## config.mk

```make
export PLATFORM = sky130hd
export DESIGN_NAME = sbp_burst_packer
export DESIGN_NICKNAME = d
export VERILOG_FILES = /design/src/design/sbp_pkg.sv /design/src/design/sbp_burst_packer.sv /design/src/design/sbp_field_sanitize.sv /design/src/design/sbp_prbs.sv
export VERILOG_INCLUDE_DIRS = /design/src /design/src/design
export SDC_FILE = /design/constraint.sdc
export NUM_CORES = 1
export LEC_CHECK = 0
export BUFFER_PORTS_ARGS = -buffer_cell sky130_fd_sc_hd__buf_2
export CAP_MARGIN = 25
export CORE_UTILIZATION = 45
export CTS_CLUSTER_DIAMETER = 80
export DETAILED_ROUTE_END_ITERATION = 16
export PLACE_DENSITY = 0.66
export SLEW_MARGIN = 25
export SYNTH_ARGS = -nofsm -noshare
export SYNTH_HDL_FRONTEND = slang
export SYNTH_SLANG_ARGS = --single-unit
export TNS_END_PERCENT = 30
```

## constraint.sdc

```tcl
create_clock -name ref_clk -period 4.55 [get_ports ref_clk]
set_input_delay 0.91 -clock ref_clk [delete_from_list [all_inputs] [get_ports ref_clk]]
set_output_delay 0.91 -clock ref_clk [all_outputs]
set_load 0.02 [all_outputs]
```

## src/design/sbp_params.svh

```systemverilog
`ifndef SBP_PARAMS_SVH
`define SBP_PARAMS_SVH
// field widths, in order of transmission
`define SBP_CAPA_W 24
`define SBP_ADDR_W 48
`define SBP_DEST_W 16
`define SBP_CAPB_W 5
`define SBP_VER_W 2
`define SBP_CAPC_W 8
`define SBP_RSVD_W 8
`define SBP_TYPE_W 1
`define SBP_PAYLOAD_W 112
`define SBP_CNT_W 7
// burst type identifier value
`define SBP_TYPE_BIT 1'b1
// reserved field contents
`define SBP_RSVD_VAL 8'h00
// capability B positions
`define SBP_B_DYNCONN 4
`define SBP_B_HOP 3
`define SBP_B_FWD1 2
// capability C positions
`define SBP_C_DESTMEAN 7
`define SBP_C_NOACM 3
`define SBP_C_NOBLOCK 2
// codes
`define SBP_FWD2_NONE 2'b11
`define SBP_FWD2_CCM 2'b01
`define SBP_FWD2_BOTH 2'b00
`define SBP_FWD2_RSVD 2'b10
`define SBP_VER_OLD 2'b11
`define SBP_VER_NEW 2'b10
`define SBP_MESH_NONE 2'b11
`define SBP_MESH_RSVD 2'b00
`define SBP_MOB_LOCUPD 3'b000
`define SBP_MOB_NONE 3'b111
// scrambler
`define SBP_PRBS_LEN 15
`define SBP_PRBS_INIT 15'h00a9
`endif

```

## src/design/sbp_pkg.sv

```systemverilog
package sbp_pkg;
   typedef enum logic [1:0] {
      SBP_IDLE,
      SBP_SEND
   } sbp_state_t;
   typedef logic [1:0] sbp_code2_t;
endpackage

```

## src/design/sbp_burst_packer.sv

```systemverilog
`include "sbp_params.svh"
// Contract
// - capability B is five bits, b0 lowest, b4 highest
// - B b4 is 0 with dynamic connectivity and 8-bit channel number
// - B b3 is 1 when carrier may change between adjacent slots
// - B b2 is 1 when first-generation forward link is received
// - B b1-b0: 11 none, 01 constant only, 00 both; 10 reserved
// - version is 11 for old, 10 for new; 01 and 00 never sent
// - capability C is eight bits, b0 lowest, b7 highest
// - C b7 is 1 when destination field has standard meaning
// - C b6-b4 carry the mobility support code
// - C b3 is 0 when return-link adaptive coding is supported
// - C b2 is 0 when blocked-sightline countermeasures are supported
// - C b1-b0: 11 none, 10 single, 01 multi carrier; 00 reserved
// - bit 0 is least significant, bit k-1 most significant
// - fields leave strictly in their defined order
// - values and bytes leave most significant bit first
// - payload scrambled by 15-stage generator, 1 + x^14 + x^15
// - scrambling is XOR of payload bit with sequence bit
// - generator stages 1..15 start at 100101010000000
// - first sequence bit meets first bit after the preamble
// - generator reloaded before every burst
// - capA, address, destination, B, version, C, reserved, type
// - final type bit of a signalling burst is 1
module sbp_burst_packer (
   // clock and reset
   input wire logic ref_clk,
   input wire logic srst,
   // burst control
   input wire logic burstStart,
   output logic busy,
   // capability A, address, destination
   input wire logic [`SBP_CAPA_W-1:0] capA,
   input wire logic [`SBP_ADDR_W-1:0] terminalAddr,
   input wire logic [`SBP_DEST_W-1:0] signallingDestinationField,
   // capability B settings
   input wire logic dynConnSupported,
   input wire logic adjacentSlotHop,
   input wire logic fwdGen1Capable,
   input wire sbp_pkg::sbp_code2_t fwdGen2Code,
   // version
   input wire sbp_pkg::sbp_code2_t protoVersion,
   // capability C settings
   input wire logic destinationFieldMeaningFlag,
   input wire logic [2:0] mobilityCode,
   input wire logic adaptiveReturnSupported,
   input wire logic blockedSightlineSupported,
   input wire sbp_pkg::sbp_code2_t meshCode,
   // serial output to the channel coder
   output logic bitValid,
   output logic bitData,
   output logic bitFirst,
   output logic bitLast,
   input wire logic bitReady
);
   import sbp_pkg::*;

   // ========================================
   // field sanitizing
   sbp_code2_t fwd2Legal;
   sbp_code2_t verLegal;
   sbp_code2_t meshLegal;
   logic [`SBP_CAPB_W-1:0] capB;
   logic [`SBP_CAPC_W-1:0] capC;
   logic [`SBP_PAYLOAD_W-1:0] payload;

   sbp_field_sanitize u_sanitize (
      .fwd2Req(fwdGen2Code),
      .verReq(protoVersion),
      .meshReq(meshCode),
      .fwd2Out(fwd2Legal),
      .verOut(verLegal),
      .meshOut(meshLegal)
   );

   // ========================================
   // capability assembly
   always_comb begin
      capB = '0;
      capB[`SBP_B_DYNCONN] = ~dynConnSupported;
      capB[`SBP_B_HOP] = adjacentSlotHop;
      capB[`SBP_B_FWD1] = fwdGen1Capable;
      capB[1:0] = fwd2Legal;
      capC = '0;
      capC[`SBP_C_DESTMEAN] = destinationFieldMeaningFlag;
      capC[6:4] = mobilityCode;
      capC[`SBP_C_NOACM] = ~adaptiveReturnSupported;
      capC[`SBP_C_NOBLOCK] = ~blockedSightlineSupported;
      capC[1:0] = meshLegal;
      // first field in the top bits, so shifting MSB-first keeps order
      payload = {capA, terminalAddr, signallingDestinationField, capB,
         verLegal, capC, `SBP_RSVD_VAL, `SBP_TYPE_BIT};
   end

   // ========================================
   // serializer
   sbp_state_t state_ff;
   sbp_state_t nxt_state;
   logic [`SBP_PAYLOAD_W-1:0] shift_ff;
   logic [`SBP_PAYLOAD_W-1:0] nxt_shift;
   logic [`SBP_CNT_W-1:0] cnt_ff;
   logic [`SBP_CNT_W-1:0] nxt_cnt;
   logic bitValid_ff;
   logic nxt_bitValid;
   logic bitData_ff;
   logic nxt_bitData;
   logic bitFirst_ff;
   logic nxt_bitFirst;
   logic bitLast_ff;
   logic nxt_bitLast;
   logic seqBit;
   logic prbsReload;
   logic prbsAdvance;
   logic loadSlot;

   localparam logic [`SBP_CNT_W-1:0] LAST_IDX =
      `SBP_CNT_W'(`SBP_PAYLOAD_W - 1);

   sbp_prbs u_prbs (
      .ref_clk(ref_clk),
      .srst(srst),
      .reload(prbsReload),
      .advance(prbsAdvance),
      .seqBit(seqBit)
   );

   // output slot free when empty or being taken
   assign loadSlot = ~bitValid_ff | bitReady;

   always_comb begin
      nxt_state = state_ff;
      nxt_shift = shift_ff;
      nxt_cnt = cnt_ff;
      nxt_bitValid = bitValid_ff;
      nxt_bitData = bitData_ff;
      nxt_bitFirst = bitFirst_ff;
      nxt_bitLast = bitLast_ff;
      prbsReload = 1'b0;
      prbsAdvance = 1'b0;
      if (bitValid_ff && bitReady) begin
         nxt_bitValid = 1'b0;
      end
      case (state_ff)
         SBP_IDLE: begin
            if (burstStart) begin
               nxt_shift = payload;
               nxt_cnt = '0;
               prbsReload = 1'b1;
               nxt_state = SBP_SEND;
            end
         end
         SBP_SEND: begin
            if (loadSlot) begin
               // MSB leaves first, sequence advances per bit
               nxt_bitData = shift_ff[`SBP_PAYLOAD_W-1] ^ seqBit;
               nxt_bitValid = 1'b1;
               nxt_bitFirst = (cnt_ff == '0);
               nxt_bitLast = (cnt_ff == LAST_IDX);
               nxt_shift = {shift_ff[`SBP_PAYLOAD_W-2:0], 1'b0};
               nxt_cnt = cnt_ff + `SBP_CNT_W'(1);
               prbsAdvance = 1'b1;
               if (cnt_ff == LAST_IDX) begin
                  nxt_state = SBP_IDLE;
               end
            end
         end
         default: begin
            nxt_state = SBP_IDLE;
         end
      endcase
   end

   always_ff @(posedge ref_clk) begin
      if (srst) begin
         state_ff <= SBP_IDLE;
         shift_ff <= '0;
         cnt_ff <= '0;
         bitValid_ff <= 1'b0;
         bitData_ff <= 1'b0;
         bitFirst_ff <= 1'b0;
         bitLast_ff <= 1'b0;
      end else begin
         state_ff <= nxt_state;
         shift_ff <= nxt_shift;
         cnt_ff <= nxt_cnt;
         bitValid_ff <= nxt_bitValid;
         bitData_ff <= nxt_bitData;
         bitFirst_ff <= nxt_bitFirst;
         bitLast_ff <= nxt_bitLast;
      end
   end

   assign busy = (state_ff != SBP_IDLE) | bitValid_ff;
   assign bitValid = bitValid_ff;
   assign bitData = bitData_ff;
   assign bitFirst = bitFirst_ff;
   assign bitLast = bitLast_ff;
endmodule

```

## src/design/sbp_field_sanitize.sv

```systemverilog
`include "sbp_params.svh"
// =========================================
// code sanitizer: reserved codes become none, version codes 01 and 00 become old (11)
module sbp_field_sanitize (
   // requested codes
   input wire logic [1:0] fwd2Req,
   input wire logic [1:0] verReq,
   input wire logic [1:0] meshReq,
   // legal codes
   output logic [1:0] fwd2Out,
   output logic [1:0] verOut,
   output logic [1:0] meshOut
);
   always_comb begin
      fwd2Out = (fwd2Req == `SBP_FWD2_RSVD) ? `SBP_FWD2_NONE
         : fwd2Req;
      verOut = (verReq[1] == 1'b0) ? `SBP_VER_OLD : verReq;
      meshOut = (meshReq == `SBP_MESH_RSVD) ? `SBP_MESH_NONE
         : meshReq;
   end
endmodule

```

## src/design/sbp_prbs.sv

```systemverilog
`include "sbp_params.svh"
// =========================================
// 15-stage scrambling sequence generator
module sbp_prbs (
   // clock and reset
   input wire logic ref_clk,
   input wire logic srst,
   // control
   input wire logic reload,
   input wire logic advance,
   // sequence bit
   output logic seqBit
);
   logic [`SBP_PRBS_LEN-1:0] stage_ff;
   logic [`SBP_PRBS_LEN-1:0] nxt_stage;
   // stage_ff[0] is the first stage, stage_ff[14] the last
   assign seqBit = stage_ff[13] ^ stage_ff[14];
   always_comb begin
      nxt_stage = stage_ff;
      if (reload) begin
         nxt_stage = `SBP_PRBS_INIT;
      end else if (advance) begin
         nxt_stage = {stage_ff[13:0], seqBit};
      end
   end
   always_ff @(posedge ref_clk) begin
      if (srst) begin
         stage_ff <= `SBP_PRBS_INIT;
      end else begin
         stage_ff <= nxt_stage;
      end
   end
endmodule

```

Word-level counts from Yosys, hierarchy flattened
Index checks and enable logic that the tools add are counted.
{ "word_totals": {"out_inout_bits": 5, "elab_cells": 53, "register_bits": 140, "input_bits": 107} }
{ "classes": {"n_addsub": 1, "bitwise": 8, "n_eq_ne": 6, "n_reduce_logical": 10, "mux": 20} }
{ "ops": {"columns": ["op", "count"], "rows": [
  ["112-bit two-way mux", 2],
  ["112-bit one-hot mux with 2 select lines", 1],
  ["7-bit two-way mux", 2],
  ["7-bit one-hot mux with 2 select lines", 1],
  ["2-bit two-way mux", 5],
  ["1-bit two-way mux", 8],
  ["7-bit by 1-bit adder with 7-bit output (second input constant)", 1],
  ["7-bit == test (second input constant)", 1],
  ["7-bit zero test", 1],
  ["2-bit inequality test (second input constant)", 3],
  ["3-bit AND reduction", 2],
  ["2-bit zero test", 2],
  ["1-bit NOT", 4],
  ["2-bit one-hot mux with 2 select lines", 1],
  ["2-bit nonzero test", 2],
  ["2-bit by 1-bit == test with 1-bit output (second input constant)", 1],
  ["2-bit == test (second input constant)", 1],
  ["1-bit bitwise OR", 2],
  ["2-bit AND reduction", 1],
  ["2-bit OR reduction", 1],
  ["1-bit bitwise XOR", 2],
  ["1-bit logical AND", 1]
]} }

Depth between registers and ports, before layout
{ "depth": {"depth_word": 4, "ltp_mapped": 7} }

By module
From an unflattened synthesis, not the netlist that was laid out.
{ "unflattened": {"hier_cells": 645, "hier_area_um2": 6208.5} }
{ "by_module_without_submodules": {"columns": ["mod", "area_each_um2", "cells_per_inst", "n_inst", "seq_area_each_um2"], "rows": [
  ["sbp_burst_packer", 5616.6, 586, 1, 2482.4],
  ["sbp_prbs", 551.8, 52, 1, 300.3],
  ["sbp_field_sanitize", 40.0, 7, 1, 0.0]
]} }

Worst setup path after synthesis
No wires, ideal clock.
{ "synth_path": {"path_kind": "register to output", "startpoint": "reg state_ff[0]", "endpoint": "out busy", "setup_slack_ns": 2.542, "path_stages_with_launch": 5, "arrival_ns": 1.098, "n_path_buf": 3, "required_ns": 3.640, "path_cell_list": "dfxtp_1 > buf_4 > buf_4 > buf_2 > or2_2"} }
{ "synth_via": {"elab_chain_cells": 2} }
{ "synth_rtl": {"columns": ["element", "line", "text"], "rows": [
  ["start: declaration", "sbp_burst_packer.sv:97", "sbp_state_t state_ff;"],
  ["start signal: assignment", "sbp_burst_packer.sv:183", "state_ff <= nxt_state;"],
  ["2-bit nonzero test", "sbp_burst_packer.sv:193", "assign busy = (state_ff != SBP_IDLE) | bitValid_ff;"],
  ["1-bit bitwise OR", "sbp_burst_packer.sv:193", null],
  ["end: declaration", "sbp_burst_packer.sv:31", "output logic busy,"]
]} }
No other way between the ends.

Worst setup path after layout
{ "layout_path": {"startpoint": "reg state_ff[0]", "endpoint": "reg shift_ff[70]"} }
{ "layout_via": {"elab_chain_cells": 3} }
{ "layout_rtl": {"columns": ["element", "line", "text"], "rows": [
  ["2-bit by 1-bit == test with 1-bit output or 2-bit zero test (tied branches)", "sbp_burst_packer.sv:143", "case (state_ff)"],
  ["2-bit inequality test (no source line) or 2-bit nonzero test (tied branches)", null, null],
  ["3-bit AND reduction (no source line)", null, null],
  ["end signal: assignment", "sbp_burst_packer.sv:184", "shift_ff <= nxt_shift;"],
  ["end: declaration", "sbp_burst_packer.sv:99", "logic [`SBP_PAYLOAD_W-1:0] shift_ff;"]
]} }
Several ways; a longest one is shown, not always the timed one.
A chain may end at the register's enable or synchronous reset.

==> flow_summary.rst <==
.. list-table::
   :header-rows: 1

   * - Metric
     - Value
   * - Sequential fraction of the synthesis area
     - 0.4254
   * - Effective utilization at floorplan
     - 0.4658
   * - Number of antenna-violating nets in the routed design
     - 0
   * - Worst path most repeated cell
     - buf_4
   * - Setup CP Type
     - reg -> reg
   * - Synth Flop Type
     - dfxtp_1
   * - Total clock buffers created by CTS
     - 17
   * - Share of flip-flops with an asynchronous set or reset after synthesis
     - 0
   * - Slew Viols, Final
     - 0
   * - Kind of launch point of the worst setup path
     - flip-flop
   * - Overall via count from detail_route
     - approximately 5300
   * - Critical Path End Type
     - flip-flop
   * - Fmax achieved
     - approximately 410 MHz
   * - Routed vias/inst
     - 5.753
   * - Clock tree sinks
     - between 100 and 150
   * - Pwr/cell area
     - 429.9 nW/um2
   * - Leading cell types in the layout, fill and taps excluded
     - dfxtp_1 (138), a21oi_1 (130), buf_2 (110)
   * - Port Buffer Count
     - 111
   * - Max clock buf depth
     - 2
   * - Horizontal die dimension
     - between 100 and 150 um
   * - Post-layout net count
     - ~830
   * - Critical path's largest stage delay
     - roughly 0.71 ns
   * - Leading cell type in the layout, fill and taps excluded
     - dfxtp_1
   * - Layout cells sized above 1
     - 0.2884
   * - # resized after CTS
     - 0
   * - Number of rows created at floorplan
     - 43
   * - Leakage dissipation
     - ~2.9 nW
   * - GRT Util Overall
     - 0.2089
   * - Setup TNS
     - 0 ns
   * - Avg Synthesized Cell Area
     - approximately 10 um2
   * - Final setup skew
     - ~0.0073 ns
   * - Maximum level of the CTS H-tree
     - 4
   * - Cell at the root of the clock tree
     - clkbuf_16
   * - Setup Buffers After CTS
     - 0
   * - Post-DR wirelength/cell
     - between 15 and 20 um
   * - Register bit count reported by yosys
     - ~140
   * - Period utilisation layout
     - 0.5398
   * - Worst path arrival time
     - ~2.7 ns
   * - Maximum VDD drop
     - roughly 0.0003 V
   * - Mapped cell area
     - roughly 6500 um2
   * - Routability cong.
     - about 0.75
   * - Largest net degree at the start of global routing
     - between 100 and 150
   * - Hold buffers post-CTS
     - 0
   * - Die outline height
     - between 100 and 150 um
   * - Final Total Pwr
     - between 0.003 and 0.004 W
   * - Post-layout min period
     - roughly 2.5 ns
   * - Via count of the first global-routing pass
     - 4973
   * - I/O Pins
     - between 100 and 150
   * - Unrepaired setup endpoints after global routing
     - false
   * - Syn. warnings
     - 0
   * - Cell type of the slowest stage on the worst timing path
     - dfxtp_4
   * - Synth Net Count
     - slightly below 800
   * - Clock tree from TritonCTS
     - built
   * - Clock transition at path regs
     - approximately 0.06 ns
   * - Number of design rule violations left after detail routing
     - 0
   * - Synthesis-to-finish area growth
     - 16.89%
   * - Worst EP required
     - 4.81 ns
   * - Transition time at the pin with the least slew margin
     - just under 1 ns
   * - Clock latency of the later-clocked register in the worst-skew pair
     - 0.42 ns
   * - Total of max-cap violations
     - 0
   * - Number of synthesized flops with an enable pin
     - 0
   * - HPWL after DPL
     - a little over 9000 um
   * - WL final
     - 15380 um
   * - Global-route wire length before repair
     - ~25000 um
   * - Iteration count of the initial detailed-routing pass
     - 4
   * - Number of endpoints with negative hold slack in the final report
     - 0
   * - Placeable Area
     - ~14000 um2
   * - Violation count after the first detailed-routing iteration
     - slightly above 400
   * - Number of distinct library cell variants in the gate-level netlist after synthesis
     - 40
   * - Top fanout value on the critical path
     - 43
   * - Headroom to the max-slew limit
     - 0.3593
   * - Run status
     - finished, final reports clean
   * - Final-report setup violation count
     - 0
   * - CP Cell Sequence
     - nor2_1 > buf_4 > nor2_4 > buf_4 > a211oi_2
   * - Remaining Overflow, GRT
     - 0
   * - Number of fill cells in the layout
     - about 1300
   * - Worst Hold Class
     - reg -> reg
   * - Number of antenna violations at the first check in global routing
     - 1
   * - Die outline area
     - approximately 15000 um2
   * - Number of instances in the synthesized netlist
     - approximately 660
## flip-flops by register name, summed over array words and instances, names as in the netlist
register,count
bitFirst,1
bitValid,1
bitData,1
shift_ff,112
u_prbs.stage_ff,15
cnt_ff,7
bitLast,1
state_ff,1
## critical path, delay by kind of cell, from the launching register on
family,cells,cell delay [ns]
DFF,1,0.71
AOI/OAI and AO/OA,1,0.15
buffers and inverters,2,0.80
and+or+nand+nor,2,0.60
## logic make-up after synthesis
family	count (synthesis)	share of synthesized area
compound gates	277	0.2971
xor+xnor	2	0.002678
fa+ha+maj	2	0.003825
buf+inv	84	0.06714
flops	139	0.4254
mux	97	0.1484
simple gates	62	0.05547
## through the flow
step                hold WS (ns)  setup slack, ns  utilization  cell area, um2  cells
finish                    0.4749            2.094       0.5445            7646    916
global route              0.4920            1.947       0.5443            7644    915
CTS                       0.4750            2.121       0.5435            7632    915
detailed placement        0.4674            1.865       0.4981            6994    884
global placement          0.4572            1.888       0.4981            6994    884
floorplan                 0.4498            2.542            -            6541    663
## final timing paths
| kind | from | end | depth (start not counted) | slack (ns) |
|---|---|---|---|---|
| max | state_ff[0]$_SDFFE_PP0P_ | shift_ff[70]$_SDFFE_PP0P_ | 5 | 2.09 |
| min | shift_ff[7]$_SDFFE_PP0P_ | shift_ff[7]$_SDFFE_PP0P_ | 2 | 0.47 |
| max reg2reg | state_ff[0]$_SDFFE_PP0P_ | shift_ff[70]$_SDFFE_PP0P_ | 5 | 2.09 |
| min reg2reg | shift_ff[7]$_SDFFE_PP0P_ | shift_ff[7]$_SDFFE_PP0P_ | 2 | 0.47 |
## cell usage after synthesis (2+ instances only)
library cell / instances / area, um2
a211oi_2: 50 / 625.6
buf_2: 30 / 150.1
a21oi_1: 130 / 650.6
nand2b_1: 5 / 31.28
o311ai_0: 3 / 26.28
nand3_1: 32 / 160.2
nand2_1: 4 / 15.01
or4_1: 3 / 22.52
nor4_1: 2 / 12.51
buf_4: 9 / 67.56
o211ai_1: 3 / 22.52
clkbuf_1: 32 / 120.1
o21ai_0: 34 / 170.2
or3b_2: 3 / 26.28
nor2_1: 2 / 7.510
o2111ai_1: 7 / 61.31
nand3b_1: 2 / 15.01
mux2i_1: 97 / 970.9
dfxtp_1: 139 / 2783
ha_1: 2 / 25.02
a211oi_1: 45 / 337.8
buf_6: 7 / 78.83
inv_1: 5 / 18.77
## layout make-up
class	instances	area, um2	area share
Clock buffer	19	442.9	0.05793
Tap cell	180	225.2	0.02946
Timing Repair Buffer	119	634.4	0.08297
Clock inverter	12	195.2	0.02553
Inverter	6	22.52	0.002946
Sequential cell	139	2786	0.3644
Antenna cell	1	2.502	0.0003273
Multi-Input combinational cell	440	3337	0.4364
## layer usage
metal | track usage | routed length, um
met5 | 0 | 0
met4 | 0.06402 | 119
met3 | 0.05065 | 739
met2 | 0.3230 | 7188
met1 | 0.2859 | 7337
## where the power goes
part	leakage (nW)	switching, W	internal, W
Combinational	1.45	0.000231	0.000186
Sequential	1.15	0.0000630	0.00132
Clock	0.309	0.000511	0.000981
(Power assumes the default switching activity.)
